<file path="config.mk">
export PLATFORM = sky130hd
export DESIGN_NAME = flash_mode_control
export DESIGN_NICKNAME = d
export VERILOG_FILES = /design/src/logic/flash_mode_pkg.sv /design/src/logic/level_sync.sv /design/src/logic/flash_mode_control.sv
export VERILOG_INCLUDE_DIRS = /design/src /design/src/logic
export SDC_FILE = /design/constraint.sdc
export NUM_CORES = 1
export LEC_CHECK = 0
export CAP_MARGIN = 40
export CORE_MARGIN = 1.5
export CORE_UTILIZATION = 45
export DETAILED_ROUTE_END_ITERATION = 16
export DONT_BUFFER_PORTS = 1
export HOLD_SLACK_MARGIN = 0.08
export RECOVER_POWER = 50
export SYNTH_ARGS = -nofsm -noshare
export SYNTH_HDL_FRONTEND = slang
export SYNTH_SLANG_ARGS = --single-unit
</file>
<file path="constraint.sdc">
create_clock -name ref_clk -period 1.9 [get_ports ref_clk]
set_clock_uncertainty 0.05 [all_clocks]
set_input_delay 0.19 -clock ref_clk [delete_from_list [all_inputs] [get_ports ref_clk]]
set_output_delay 0.19 -clock ref_clk [all_outputs]
set_load 0.05 [all_outputs]
</file>
<file path="src/logic/flash_mode_defines.svh">
// register offsets, field positions and reset values of the flash mode control block
`ifndef FLASH_MODE_DEFINES_SVH
`define FLASH_MODE_DEFINES_SVH
`define MODE_CTRL_OFFSET   8'h00
`define BLOCK_SEL_OFFSET   8'h04
`define MODE_CTRL_RESET    8'h00
`define BLOCK_SEL_RESET    10'h000
`define BIT_HW_ENABLE      7
`define BIT_SW_ENABLE      6
`define BIT_ERASE_SETUP    5
`define BIT_PROG_SETUP     4
`define BIT_ERASE_VERIFY   3
`define BIT_PROG_VERIFY    2
`define BIT_ERASE_RUN      1
`define BIT_PROG_RUN       0
`define AXI_RESP_OKAY      2'h0
`define AXI_RESP_SLVERR    2'h2
`endif

</file>
<file path="src/logic/flash_mode_pkg.sv">
// types of the flash mode control block
`default_nettype none
package flash_mode_pkg;
	typedef enum logic [3:0] {
		ARRAY_READ   = 4'h1,
		ARRAY_SETUP  = 4'h2,
		ARRAY_VERIFY = 4'h4,
		ARRAY_RUN    = 4'h8
	} array_state_t;
endpackage
`default_nettype wire

</file>
<file path="src/logic/level_sync.sv">
// two flip-flop synchroniser for an asynchronous pin level
`default_nettype none
module level_sync (
	input  wire logic ref_clk,
	input  wire logic reset_n,
	input  wire logic asyncIn,
	output var  logic syncOut
);
	logic stage1_reg;
	logic stage1_next;
	logic stage2_next;

	always_comb begin
		stage1_next = asyncIn;
		stage2_next = stage1_reg;
	end

	always_ff @(posedge ref_clk or negedge reset_n) begin
		if (!reset_n) begin
			stage1_reg <= 1'b0;
			syncOut    <= 1'b0;
		end else begin
			stage1_reg <= stage1_next;
			syncOut    <= stage2_next;
		end
	end
endmodule // level_sync
`default_nettype wire

</file>
<file path="src/logic/flash_mode_control.sv">
// flash mode control register with AXI4-Lite slave
// How it works
// erase_setup bit 5 enters/leaves erase setup
// setup/verify bits need both enables set
// software sets erase_setup before erase_run
// program_setup bit 4 enters/leaves program setup
// software sets program_setup before program_run
// erase_verify bit 3 enters/leaves erase-verify
// program_verify bit 2 enters/leaves program-verify
// erase_run needs both enables and erase_setup
// software enable low blocks all other sets
// program_run needs software enable and program_setup
// reset clears all mode bits
`default_nettype none
`include "flash_mode_defines.svh"
module flash_mode_control
	import flash_mode_pkg::*;
(
	input  wire logic        ref_clk,
	input  wire logic        reset_n,
	input  wire logic        hwProgramEnablePin,
	input  wire logic [7:0]  s_axi_awaddr,
	input  wire logic        s_axi_awvalid,
	output var  logic        s_axi_awready,
	input  wire logic [31:0] s_axi_wdata,
	input  wire logic [3:0]  s_axi_wstrb,
	input  wire logic        s_axi_wvalid,
	output var  logic        s_axi_wready,
	output var  logic [1:0]  s_axi_bresp,
	output var  logic        s_axi_bvalid,
	input  wire logic        s_axi_bready,
	input  wire logic [7:0]  s_axi_araddr,
	input  wire logic        s_axi_arvalid,
	output var  logic        s_axi_arready,
	output var  logic [31:0] s_axi_rdata,
	output var  logic [1:0]  s_axi_rresp,
	output var  logic        s_axi_rvalid,
	input  wire logic        s_axi_rready,
	output var  logic [3:0]  arrayMode,
	output var  logic [9:0]  eraseBlockSelect
);
	logic         hwEnable;
	logic [6:0]   mode_reg;
	logic [6:0]   mode_next;
	logic [9:0]   blocks_next;
	logic         awHeld_reg;
	logic         awHeld_next;
	logic [7:0]   awAddr_reg;
	logic [7:0]   awAddr_next;
	logic         wHeld_reg;
	logic         wHeld_next;
	logic [31:0]  wData_reg;
	logic [31:0]  wData_next;
	logic [3:0]   wStrb_reg;
	logic [3:0]   wStrb_next;
	logic         awReady_next;
	logic         wReady_next;
	logic         bValid_next;
	logic [1:0]   bResp_next;
	logic         arReady_next;
	logic         rValid_next;
	logic [31:0]  rData_next;
	logic [1:0]   rResp_next;
	logic [3:0]   arrayMode_next;
	logic         doWrite;
	logic         swe;
	array_state_t arrayState;

	// pin level is asynchronous to ref_clk
	level_sync u_hw_sync (
		.ref_clk (ref_clk),
		.reset_n (reset_n),
		.asyncIn (hwProgramEnablePin),
		.syncOut (hwEnable)
	);

	// mode_reg holds bits 6..0: sw enable, setup, verify and run bits
	assign swe     = mode_reg[`BIT_SW_ENABLE];
	assign doWrite = awHeld_reg && wHeld_reg && !s_axi_bvalid;

	always_comb begin
		logic [7:0] wb;
		logic       nextSwe;
		wb          = wData_reg[7:0];
		mode_next   = mode_reg;
		blocks_next = eraseBlockSelect;
		nextSwe     = swe;
		if (doWrite && wStrb_reg[0] && awAddr_reg == `MODE_CTRL_OFFSET) begin
			// sw enable itself can only rise while the pin allows it
			nextSwe = wb[`BIT_SW_ENABLE] && (hwEnable || swe);
			mode_next[`BIT_SW_ENABLE] = nextSwe;
			mode_next[`BIT_ERASE_SETUP]  = wb[`BIT_ERASE_SETUP] && hwEnable && swe;
			mode_next[`BIT_PROG_SETUP]   = wb[`BIT_PROG_SETUP] && hwEnable && swe;
			mode_next[`BIT_ERASE_VERIFY] = wb[`BIT_ERASE_VERIFY] && hwEnable && swe;
			mode_next[`BIT_PROG_VERIFY]  = wb[`BIT_PROG_VERIFY] && hwEnable && swe;
			// run bits qualify on the setup bit already held, so setup must come first
			mode_next[`BIT_ERASE_RUN] = wb[`BIT_ERASE_RUN] && hwEnable && swe
				&& mode_reg[`BIT_ERASE_SETUP];
			mode_next[`BIT_PROG_RUN] = wb[`BIT_PROG_RUN] && hwEnable && swe
				&& mode_reg[`BIT_PROG_SETUP];
		end
		if (doWrite && wStrb_reg[0] && awAddr_reg == `BLOCK_SEL_OFFSET && swe) begin
			blocks_next[7:0] = wb;
		end
		if (doWrite && wStrb_reg[1] && awAddr_reg == `BLOCK_SEL_OFFSET && swe) begin
			blocks_next[9:8] = wData_reg[9:8];
		end
		// removing either enable drops every mode bit at once
		if (!hwEnable) begin
			mode_next = 7'h00;
		end
		if (!mode_next[`BIT_SW_ENABLE]) begin
			mode_next   = 7'h00;
			blocks_next = `BLOCK_SEL_RESET;
		end
	end

	always_comb begin
		if (mode_reg[`BIT_ERASE_RUN] || mode_reg[`BIT_PROG_RUN]) begin
			arrayState = ARRAY_RUN;
		end else if (mode_reg[`BIT_ERASE_VERIFY] || mode_reg[`BIT_PROG_VERIFY]) begin
			arrayState = ARRAY_VERIFY;
		end else if (mode_reg[`BIT_ERASE_SETUP] || mode_reg[`BIT_PROG_SETUP]) begin
			arrayState = ARRAY_SETUP;
		end else begin
			arrayState = ARRAY_READ;
		end
		arrayMode_next = 4'(arrayState);
	end

	// write channels are taken independently, one write at a time
	always_comb begin
		awHeld_next  = awHeld_reg;
		awAddr_next  = awAddr_reg;
		wHeld_next   = wHeld_reg;
		wData_next   = wData_reg;
		wStrb_next   = wStrb_reg;
		bValid_next  = s_axi_bvalid;
		bResp_next   = s_axi_bresp;
		if (s_axi_awvalid && s_axi_awready) begin
			awHeld_next = 1'b1;
			awAddr_next = {s_axi_awaddr[7:2], 2'b00};
		end
		if (s_axi_wvalid && s_axi_wready) begin
			wHeld_next = 1'b1;
			wData_next = s_axi_wdata;
			wStrb_next = s_axi_wstrb;
		end
		if (doWrite) begin
			awHeld_next = 1'b0;
			wHeld_next  = 1'b0;
			bValid_next = 1'b1;
			bResp_next  = (awAddr_reg == `MODE_CTRL_OFFSET || awAddr_reg == `BLOCK_SEL_OFFSET)
				? `AXI_RESP_OKAY : `AXI_RESP_SLVERR;
		end else if (s_axi_bvalid && s_axi_bready) begin
			bValid_next = 1'b0;
		end
		awReady_next = !awHeld_next && !bValid_next;
		wReady_next  = !wHeld_next && !bValid_next;
	end

	always_comb begin
		arReady_next = s_axi_arready;
		rValid_next  = s_axi_rvalid;
		rData_next   = s_axi_rdata;
		rResp_next   = s_axi_rresp;
		if (s_axi_arvalid && s_axi_arready) begin
			arReady_next = 1'b0;
			rValid_next  = 1'b1;
			rResp_next   = `AXI_RESP_OKAY;
			rData_next   = 32'h0000_0000;
			case (s_axi_araddr[7:2])
				6'(`MODE_CTRL_OFFSET >> 2): begin
					rData_next[7:0] = {hwEnable, mode_reg};
				end
				6'(`BLOCK_SEL_OFFSET >> 2): begin
					rData_next[9:0] = eraseBlockSelect;
				end
				default: begin
					rResp_next = `AXI_RESP_SLVERR;
				end
			endcase
		end else if (s_axi_rvalid && s_axi_rready) begin
			rValid_next  = 1'b0;
			arReady_next = 1'b1;
		end
	end

	always_ff @(posedge ref_clk or negedge reset_n) begin
		if (!reset_n) begin
			mode_reg         <= 7'(`MODE_CTRL_RESET);
			eraseBlockSelect <= `BLOCK_SEL_RESET;
			arrayMode        <= 4'h1;
			awHeld_reg       <= 1'b0;
			awAddr_reg       <= 8'h00;
			wHeld_reg        <= 1'b0;
			wData_reg        <= 32'h0000_0000;
			wStrb_reg        <= 4'h0;
			s_axi_awready    <= 1'b0;
			s_axi_wready     <= 1'b0;
			s_axi_bvalid     <= 1'b0;
			s_axi_bresp      <= 2'h0;
			s_axi_arready    <= 1'b0;
			s_axi_rvalid     <= 1'b0;
			s_axi_rdata      <= 32'h0000_0000;
			s_axi_rresp      <= 2'h0;
		end else begin
			mode_reg         <= mode_next;
			eraseBlockSelect <= blocks_next;
			arrayMode        <= arrayMode_next;
			awHeld_reg       <= awHeld_next;
			awAddr_reg       <= awAddr_next;
			wHeld_reg        <= wHeld_next;
			wData_reg        <= wData_next;
			wStrb_reg        <= wStrb_next;
			s_axi_awready    <= awReady_next;
			s_axi_wready     <= wReady_next;
			s_axi_bvalid     <= bValid_next;
			s_axi_bresp      <= bResp_next;
			s_axi_arready    <= (s_axi_arready || s_axi_rvalid) ? arReady_next : 1'b1;
			s_axi_rvalid     <= rValid_next;
			s_axi_rdata      <= rData_next;
			s_axi_rresp      <= rResp_next;
		end
	end
endmodule // flash_mode_control
`default_nettype wire

</file>
; ---- Word level (Yosys, flattened, before mapping)
; Cells that the tools add are included.
[totals]
wordCells = 95
out_inout_bits = 55
inputBits = 60
regBits = 62
[classes]
reduce_logical = 45
eq_ne = 6
muxes = 24
[op_table]
columns = operator, n
row1 = $logic_and A1 B1 Y1, 31
row2 = $mux W7, 3
row3 = $pmux W8 S2, 1
row4 = $eq A6 B1 Y1 const B, 2
row5 = $mux W1, 11
row6 = $mux W10, 1
row7 = $mux W2, 5
row8 = $logic_not A8 Y1, 1
row9 = $mux W8, 1
row10 = $logic_not A6 Y1, 1
row11 = $logic_or A1 B1 Y1, 6
row12 = $ne A3 B3 Y1 const B, 2
row13 = $logic_not A1 Y1, 4
row14 = $mux W4, 1
row15 = $ne A2 B2 Y1 const B, 2
row16 = $mux W3, 1
row17 = $reduce_bool A2 Y1, 1
row18 = $reduce_or A2 Y1, 1

; ---- Longest topological paths before layout
; Gate-level depths: netlist of the first run.
[depth]
word_depth = 7
mapped_depth = 5
ltp_nobuf = 3

; ---- Cells and area by module
; Synthesis of the first run repeated with hierarchy kept, for this count alone.
[unflattened]
cells_unflattened = 218
area_unflattened_um2 = 2632.5
[by_module_without_submodules]
columns = mod, area_per_inst_um2, seq_area_each_um2, instances, cells_each
row1 = flash_mode_control, 2582.5, 1452.6, 1, 216
row2 = level_sync, 50.0, 50.0, 1, 2

; ---- Least setup slack after synthesis of the first run
; No wires, ideal clock.
[synth_timing]
kind = reg2reg
start = reg s_axi_bvalid
end = reg eraseBlockSelect[0]
path_stages_with_launch = 5
arrival_ns = 1.567
required_ns = 1.708
setup_ns = 0.142
path_buffers = 1
period_less_slack_ns = 1.758
slack_ns = 0.142
path_cell_list = dfrtp_1 -> nand3b_2 -> clkbuf_1 -> o41ai_1 -> a22oi_1
[synth_via]
elab_chain_cells = 7
elab_cells_between_ends = 10
classes_between = eq/ne: 1 / mux: 3 / reduce/logical: 6
[synth_rtl]
columns = element, line
row1 = "start, declared", flash_mode_control.sv:30  ; output var logic s_axi_bvalid,
row2 = "start signal, assigned", flash_mode_control.sv:218  ; s_axi_bvalid <= bValid_next;
row3 = $logic_not A1 Y1 (*), flash_mode_control.sv:79  ; assign doWrite = awHeld_reg && wHeld_reg && !s_axi_bvalid;
row4 = $logic_and A1 B1 Y1 (*), flash_mode_control.sv:79
row5 = $logic_and A1 B1 Y1 (*), "flash_mode_control.sv:88, flash_mode_control.sv:102"
row6 = $logic_and A1 B1 Y1 (no line), n/a
row7 = $mux W7, flash_mode_control.sv:88  ; if (doWrite && wStrb_reg[0] && awAddr_reg == `MODE_CTRL_OFFSET) begin
row8 = $mux W7, flash_mode_control.sv:109  ; if (!hwEnable) begin
row9 = $ne A2 B2 Y1 (no line) or $mux W10 (tied branches), n/a
row10 = "end signal, assigned", flash_mode_control.sv:192  ; eraseBlockSelect <= `BLOCK_SEL_RESET;
row11 = "end signal, assigned", flash_mode_control.sv:209  ; eraseBlockSelect <= blocks_next;
row12 = "end, declared", flash_mode_control.sv:40  ; output var logic [9:0] eraseBlockSelect
; Every way passes the cells marked *; elsewhere a longest branch is shown, timed or not. The select of a mux whose other input is x is not followed.
; A chain may end at the register's enable or synchronous reset.

; ---- Worst setup path in the final report of the first run
[layout_timing]
start = reg s_axi_bvalid
end = reg eraseBlockSelect[1]
; The elaborated chain is that of the path after synthesis.

==> summary by stage, run 1 <==
Route
For this run, the detailed router's first-pass iteration total came to 4. In this run, the number of DRC markers left after iteration 0 of detailed routing was 149. Detailed routing inserted a total of 1991 vias. The total wire length is 5791 um. For this run, design rule violations remaining after detail routing come to 0. Dividing the detail-routed wire length by the instance count gives 15.82 um. After detailed routing, the number of vias per cell comes to 5.440. The count of nets left with antenna violations once routing finished came out at 0.

Clocking
The number of sinks handled by clock tree synthesis is 60. TritonCTS built the clock tree. The number of clock buffers inserted by TritonCTS is 9. The clock-pin slew on the worst setup and hold paths is 70 ps. The later pin in the worst-skew pair is clocked with a latency of 340 ps. The maximum level of the CTS H-tree is 3. The maximum buffer depth of the clock tree is 2.

After clock tree synthesis, the repair step resized 0 gates. Clock tree synthesis selected as its root buffer the cell clkbuf_8.

Finish
The library cell used most frequently in the layout, excluding fill and tap cells, is dfrtp_1. The post-layout net count is 344. The post-route netlist has 23.53% of its cells at a drive strength greater than 1. Cells fill 53.94% of the core in the end. The number of antenna diodes in the final layout is 0. Leaving out fill and tap cells, the most frequent cells in the layout are dfrtp_1, dlygate4sd3_1, conb_1. From synthesis to final layout, the design area changed by 16.69%.

GRT
The total global-route track usage is 17.73%. The total congestion overflow after global routing is 0. The number of antenna violations at the first check in global routing is 0. The number of global-route vias before repair is 1889. The first global-routing pass estimated 9660 um of wire. The largest net degree at the start of global routing is 61.

STA
At the pin with the least slew margin, the transition time is 815.6 ps. In this run the tightest slew margin relative to its limit is 45.63%. The tightest hold path in the finished design has a slack of 164.1 ps. The final worst setup slack is 167.8 ps. The final-report max-slew violation count came to 0.

The clock period could shrink to 1732 ps. Setup repair after global routing left no endpoint under its margin. After layout, the worst path uses 91.17% of the clock period. Setup violations remaining at the end of the flow were counted as 0.

The hold violation count in the final report is 0. The fmax is 577.3 MHz. The setup TNS is 0 ps.

Worst setup path
The launch point of the worst reg-to-reg path is s_axi_bvalid. In this design, the stage delay of the slowest critical-path cell is 370 ps. The required time at the endpoint of the critical path is 2090 ps. The slowest cell on the critical path is dfrtp_1. The worst setup path is launched from a register. The launching element of the worst setup path is s_axi_bvalid. The data arrival time of the critical path is 1930 ps.

The largest fanout on the critical path is 11. The worst setup path is captured at a register. The worst setup path is of the register to register kind. Walking the worst path, the cells encountered are buf_4 -> and4bb_1 -> nand4_2 -> a22oi_1.

Hold path
The startpoint identified for the worst hold timing path is s_axi_arvalid. The path class of the lowest-slack min-delay path is input pin to register.

Die
The die covers 6939 um^2. The die height is 83.30 um. For this configuration, the core starts out at a cell density of 46.22%. The floorplan step defined a core boundary enclosing 6277 um^2.

The count of boundary I/O pins is 115. The standard-cell row count is 29. The width of the die is 83.30 um.

Logic synthesis
The total number of yosys warnings is 0. dfrtp_1 takes more of the synthesized area than any other cell. The total of flip-flops plus latches after synthesis is 60. The cell area that synthesis handed to floorplanning was 2902 um^2. Synthesis produced a netlist whose cell count is 248.

The count of different cell masters after synthesis is 41. The proportion of netlist area held by the largest area contributor is 50.88%. The sequential area share after synthesis is 51.79%. By area the synthesized netlist is led by dfrtp_1, mux2_2, buf_4.

The synthesized area per cell is 11.70 um^2.

Power and ir drop
IR analysis of the VDD net gives a maximum drop of 0.7327 mV. In this run the power density over the cells is 1239 nW/um^2. The leakage power figure is 1.449 nW. Total power for the finished layout comes to 4.196 mW.

Placement
Before CTS, the worst setup slack after placement is 192.4 ps. The final weighted congestion of routability-driven global placement is 0.8063. The count of buffers from port buffering is 0.

The HPWL after detailed placement is 3936 um.

Job
The count of max-cap constraint violations is 0.

Run status
The run finished with clean final reports.
[metal layers]
metal | GRT usage [%] | wire [um] | up-vias
met5 | 0 | 0 | -
met4 | 8.182 | 88 | 0
met3 | 4.970 | 331 | 5
met2 | 23.87 | 2618 | 76
met1 | 26.26 | 2753 | 970
li1 | - | - | 940
[cell type report]
type	instances	area (um^2)
Clock inverter	4	47.55
Fill cell	576	2892
Inverter	2	7.507
Sequential cell	60	1503
Clock buffer	12	155.1
Tap cell	77	96.34
Multi-Input combinational cell	168	1187
Timing Repair Buffer	43	389.1
[what timing repair did]
action / 4_1_cts / 5_1_grt
setup buffers: 0 / 0
hold endpoints to repair: 95 / 0
hold buffers: 29 / 0
[cells by family (layout without fill, tap and decap cells)]
| logic type | Yosys count | count (layout) | synth area share [%] |
|---|---|---|---|
| compound gates | 50 | 50 | 14.14 |
| mux | 26 | 26 | 9.746 |
| other cells | 1 | 24 | 0.1292 |
| buf+inv | 43 | 61 | 10.26 |
| simple gates | 68 | 68 | 13.93 |
| flops | 60 | 60 | 51.79 |
[final timing paths]
check	end	slack, ps	cells after the start
hold / removal	s_axi_rvalid	160	3
setup / recovery	eraseBlockSelect[1]	170	4
setup reg to reg	eraseBlockSelect[1]	170	4
hold reg to reg	u_hw_sync.syncOut	300	0
max in group asynchronous	s_axi_rdata[0]	790	2
min in group asynchronous	mode_reg[0]	460	2
[cell usage after synthesis]
cell	n
and3_1	4
dfrtp_1	59
a31o_2	2
a22oi_1	5
and4bb_1	1
buf_4	26
conb_1	1
a211oi_1	1
mux2i_1	8
buf_2	4
nor2b_1	2
buf_1	1
or2_2	2
dfstp_2	1
nand3b_2	1
nor4_4	1
nand3_1	2
nand2b_1	2
and2_1	7
a2bb2oi_1	1
buf_8	1
mux2_2	18
inv_1	2
nand4_1	16
a21oi_1	8
a22oi_2	5
nand2_1	13
or4_1	2
nor2_1	7
o21ai_2	8
or3_1	2
nand4_2	1
o21a_1	1
nor3_1	3
o41ai_1	16
or2_1	1
clkbuf_1	6
buf_6	3
o21ai_0	2
a31o_1	1
and2_0	1
[stage by stage]
| stage | instance area [um^2] | cells |
|---|---|---|
| floorplan | 2988 | 271 |
| global placement | 2899 | 321 |
| detailed placement | 2899 | 321 |
| CTS | 3410 | 366 |
| global route | 3386 | 366 |
| finish | 3386 | 366 |
[where the power goes]
group / total, mW / switching [mW] / internal, mW
Clock: 1.17 / 0.498 / 0.673
Combinational: 1.17 / 0.714 / 0.461
Sequential: 1.85 / 0.302 / 1.55
[critical path, delay by kind of cell, from the launching register on]
family	cells	cell delay [ps]
AO/OA/AOI/OAI	1	300
buffers and inverters	1	200
flip-flops	1	370
AND/OR/NAND/NOR	2	720
No activity file was read; power rests on OpenSTA's default activity.
==> run 2: changes to the inputs <==
- CELL_PAD_IN_SITES_DETAIL_PLACEMENT: not set -> 1
- CELL_PAD_IN_SITES_GLOBAL_PLACEMENT: not set -> 2
- CORE_UTILIZATION: 45 -> 38
- CTS_CLUSTER_DIAMETER: not set -> 120
- PLACE_DENSITY_LB_ADDON: not set -> 0.1
- SLEW_MARGIN: not set -> 20
==> run 2 against run 1 <==
  * Via count up 1.8%
  * Fmax shrank 1.0%
  * Core utilization down 7.8 points
  * Flip-flop and latch count unchanged
  * Global-route usage is 0.089 points higher
  * Power down 0.97%
  * Combinational power grew 3%
  * Critical path depth unchanged
  * Non-clock buffer count down 1
  * Clock power is 7% lower
  * Register-to-register slack got worse by 20 ps
  * Critical path type unchanged
  * Largest cell class unchanged
  * Highest routed layer unchanged
==> summary by stage, run 2 (synthesis gave the netlist of run 1 again) <==
STA
The fmax is 571.4 MHz (was 577.3 MHz). The hold violation count in the final report is 0 (unchanged). The worst max-slew margin expressed relative to the limit came to 45.90% (was 45.63%). The slew at the pin closest to its max-slew limit came to 811.5 ps (was 815.6 ps).

The final-report max-slew violation count is 0 (unchanged). The post-layout minimum cycle time is 1750 ps (was 1732 ps). The count of endpoints failing setup in the final report is 0 (unchanged).

The share of the clock period used by the worst path after layout is 92.11% (was 91.17%). The setup TNS was 0 ps (unchanged). RSZ-0062 raised after global routing: no (unchanged).

Clocking
The number of sinks handled by clock tree synthesis is 60 (unchanged). The maximum level of the CTS H-tree is 3 (unchanged). The clock network latency to the later pin of the worst-skew pair is 330 ps (was 340 ps).

The maximum buffer depth of the clock tree is 2 (unchanged). The clock-pin slew on the worst setup and hold paths is 70 ps (about the same). The cell chosen for the clock root is clkbuf_8 (unchanged). The number of clock buffers inserted by TritonCTS was 9 (unchanged). The clock tree from TritonCTS is done (unchanged). The post-cts gate resize count is 0 (unchanged).

The number of setup buffers added after CTS came to 0 (unchanged).

Route
The per-cell via count in the routed design came to 5.235 (was 5.440). The count of TritonRoute iterations in the first routing pass is 4 (unchanged). The count of antenna-violating nets left after detailed routing came to 0 (unchanged). The via count is 2026 (was 1991). The DRC violations left came to 0 (unchanged). The routed wirelength normalized by instance count is 17.80 um (was 15.82 um). The total wire length is 6887 um (was 5791 um).

The count of routing violations after the opening detailed-route iteration is 73 (was 149).

Finish
Commonest cells after routing, fill and taps aside: dfrtp_1, dlygate4sd3_1, conb_1 (unchanged). The number of inserted diodes is 0 (unchanged). The commonest non-fill, non-tap cell in the layout was dfrtp_1 (unchanged).

The share of final-layout standard cells stronger than drive strength 1 is 22.92% (was 23.53%). The post-layout net count was 343 (was 344). The layout overhead on the synthesized area is 16.56% (was 16.69%). The count of placed standard cells in the final layout, fillers left out was 387 (was 366). The filler cell count in the final layout was 785 (was 576). The utilization after layout is 46.13% (was 53.94%). The design area came to 3382 um^2 (was 3386 um^2).

Worst setup path
Cell breakdown of the critical path: buf_4 -> and4bb_1 -> nand4_2 -> a22oi_2 (was buf_4 -> and4bb_1 -> nand4_2 -> a22oi_1). The kind of start point of the critical path is a register (unchanged). The launch point of the worst reg-to-reg path is s_axi_bvalid (unchanged).

The critical path buffer and inverter count is 1 (unchanged). The launching element of the worst setup path is s_axi_bvalid (unchanged). The largest fanout on the critical path is 11 (unchanged).

The data arrival time of the critical path is 1950 ps (was 1930 ps). The required time at the endpoint of the critical path is 2100 ps (was 2090 ps). The kind of cell with the highest combined delay on the critical path is simple AND/OR/NAND/NOR gates (unchanged). The highest cell delay on the worst timing path is 380 ps (was 370 ps).

The slowest cell on the critical path is dfrtp_1 (unchanged). The type of the worst setup path is register to register (unchanged). The kind of capture point of the worst setup path is a register (unchanged).

Die
The die height is 90.38 um (was 83.30 um). The effective utilization at floorplan is 39.58% (was 46.22%). The area of the core is 7331 um^2 (was 6277 um^2). The standard-cell row count is 31 (was 29). The area of the die is 8169 um^2 (was 6939 um^2). The width of the die is 90.38 um (was 83.30 um). The count of boundary I/O pins came to 115 (unchanged).

Power and ir drop
The leakage power figure is 1.434 nW (was 1.449 nW). The power density over the cells is 1229 nW/um^2 (was 1239 nW/um^2). The maximum VDD drop is 0.7423 mV (was 0.7327 mV).

Placement
The final weighted congestion of routability-driven global placement is 0.7698 (was 0.8063). The HPWL after detailed placement is 4605 um (was 3936 um). The placed instance area came to 2919 um^2 (was 2899 um^2).

The count of buffers from port buffering is 0 (unchanged). The placed instance count is 342 (was 321).

GRT
The largest net degree at the start of global routing was 61 (unchanged). The number of global-route vias before repair came to 2121 (was 1889). The total congestion overflow after global routing is 0 (unchanged). The total global-route track usage is 17.82% (was 17.73%).

The first-pass GRT wire length is 11270 um (was 9660 um). The number of antenna violations at the first check in global routing is 0 (unchanged).

Hold path
The start point of the worst hold path is s_axi_araddr[7] (was s_axi_arvalid). The path class of the lowest-slack min-delay path is input pin to register (unchanged).

Job
The count of max-cap constraint violations is 0 (unchanged).

Run status
Status: finished, final reports clean (unchanged).
-- run 2: cell types whose count changed in the layout (fill, tap and decap cells not counted), sizes merged --
cell / before / now
clkbuf: 14 / 13
clkinvlp: 1 / 0
buf: 13 / 11
clkinv: 2 / 5
-- run 2: layout make-up --
cell class                      count  area [um^2]  share of cell area [%]
Sequential cell                    60         1503                   44.43
Multi-Input combinational cell    168         1187                   35.11
Timing Repair Buffer               42        377.9                   11.17
Clock buffer                       10        127.6                   3.774
Tap cell                           99        123.9                   3.663
Clock inverter                      6        55.05                   1.628
Inverter                            2        7.507                  0.2220
-- run 2: metal layers --
layer  up-vias  track usage [%]  part of all wire (%)
li1        943                -                     -
met1      1005            23.27                    46
met2        68            28.60                    48
met3        10            4.630                   5.0
met4         0            6.349                   1.4
met5         -                0                     0
-- run 2: final timing paths --
check | endpoint | slack, ps | depth (start not counted)
setup / recovery | eraseBlockSelect[4] | 150 | 4
hold / removal | s_axi_rresp[1] | 100 | 3
setup reg to reg | eraseBlockSelect[4] | 150 | 4
hold reg to reg | u_hw_sync.syncOut | 310 | 0
max in group asynchronous | mode_reg[5] | 730 | 2
min in group asynchronous | eraseBlockSelect[7] | 530 | 2
-- run 2: worst register-to-register path: stages, from the launching register on --
cell	delay, ps
dfrtp_1	380
buf_4	190
and4bb_1	350
nand4_2	360
a22oi_2	330
-- run 2: metrics by stage --
stage | hold WS [ps] | worst slack (ps) | total power [mW]
floorplan | -155.6 | 141.6 | 2.782
global placement | -154.0 | 147.3 | 2.980
detailed placement | -153.9 | 152.7 | 3.009
CTS | 93.21 | 131.5 | 4.224
global route | 118.3 | 54.44 | 4.397
finish | 97.88 | 149.9 | 4.155
-- run 2: power by group --
group | total [mW] | internal (mW) | switching (mW)
registers | 1.86 | 1.55 | 0.311
clock network | 1.09 | 0.594 | 0.495
logic | 1.21 | 0.460 | 0.748
-- run 2: repair_timing --
item / CTS / global route
endpoints found under the setup margin: 0 / 0
endpoints found under the hold margin: 95 / 0
hold buffers: 29 / 0
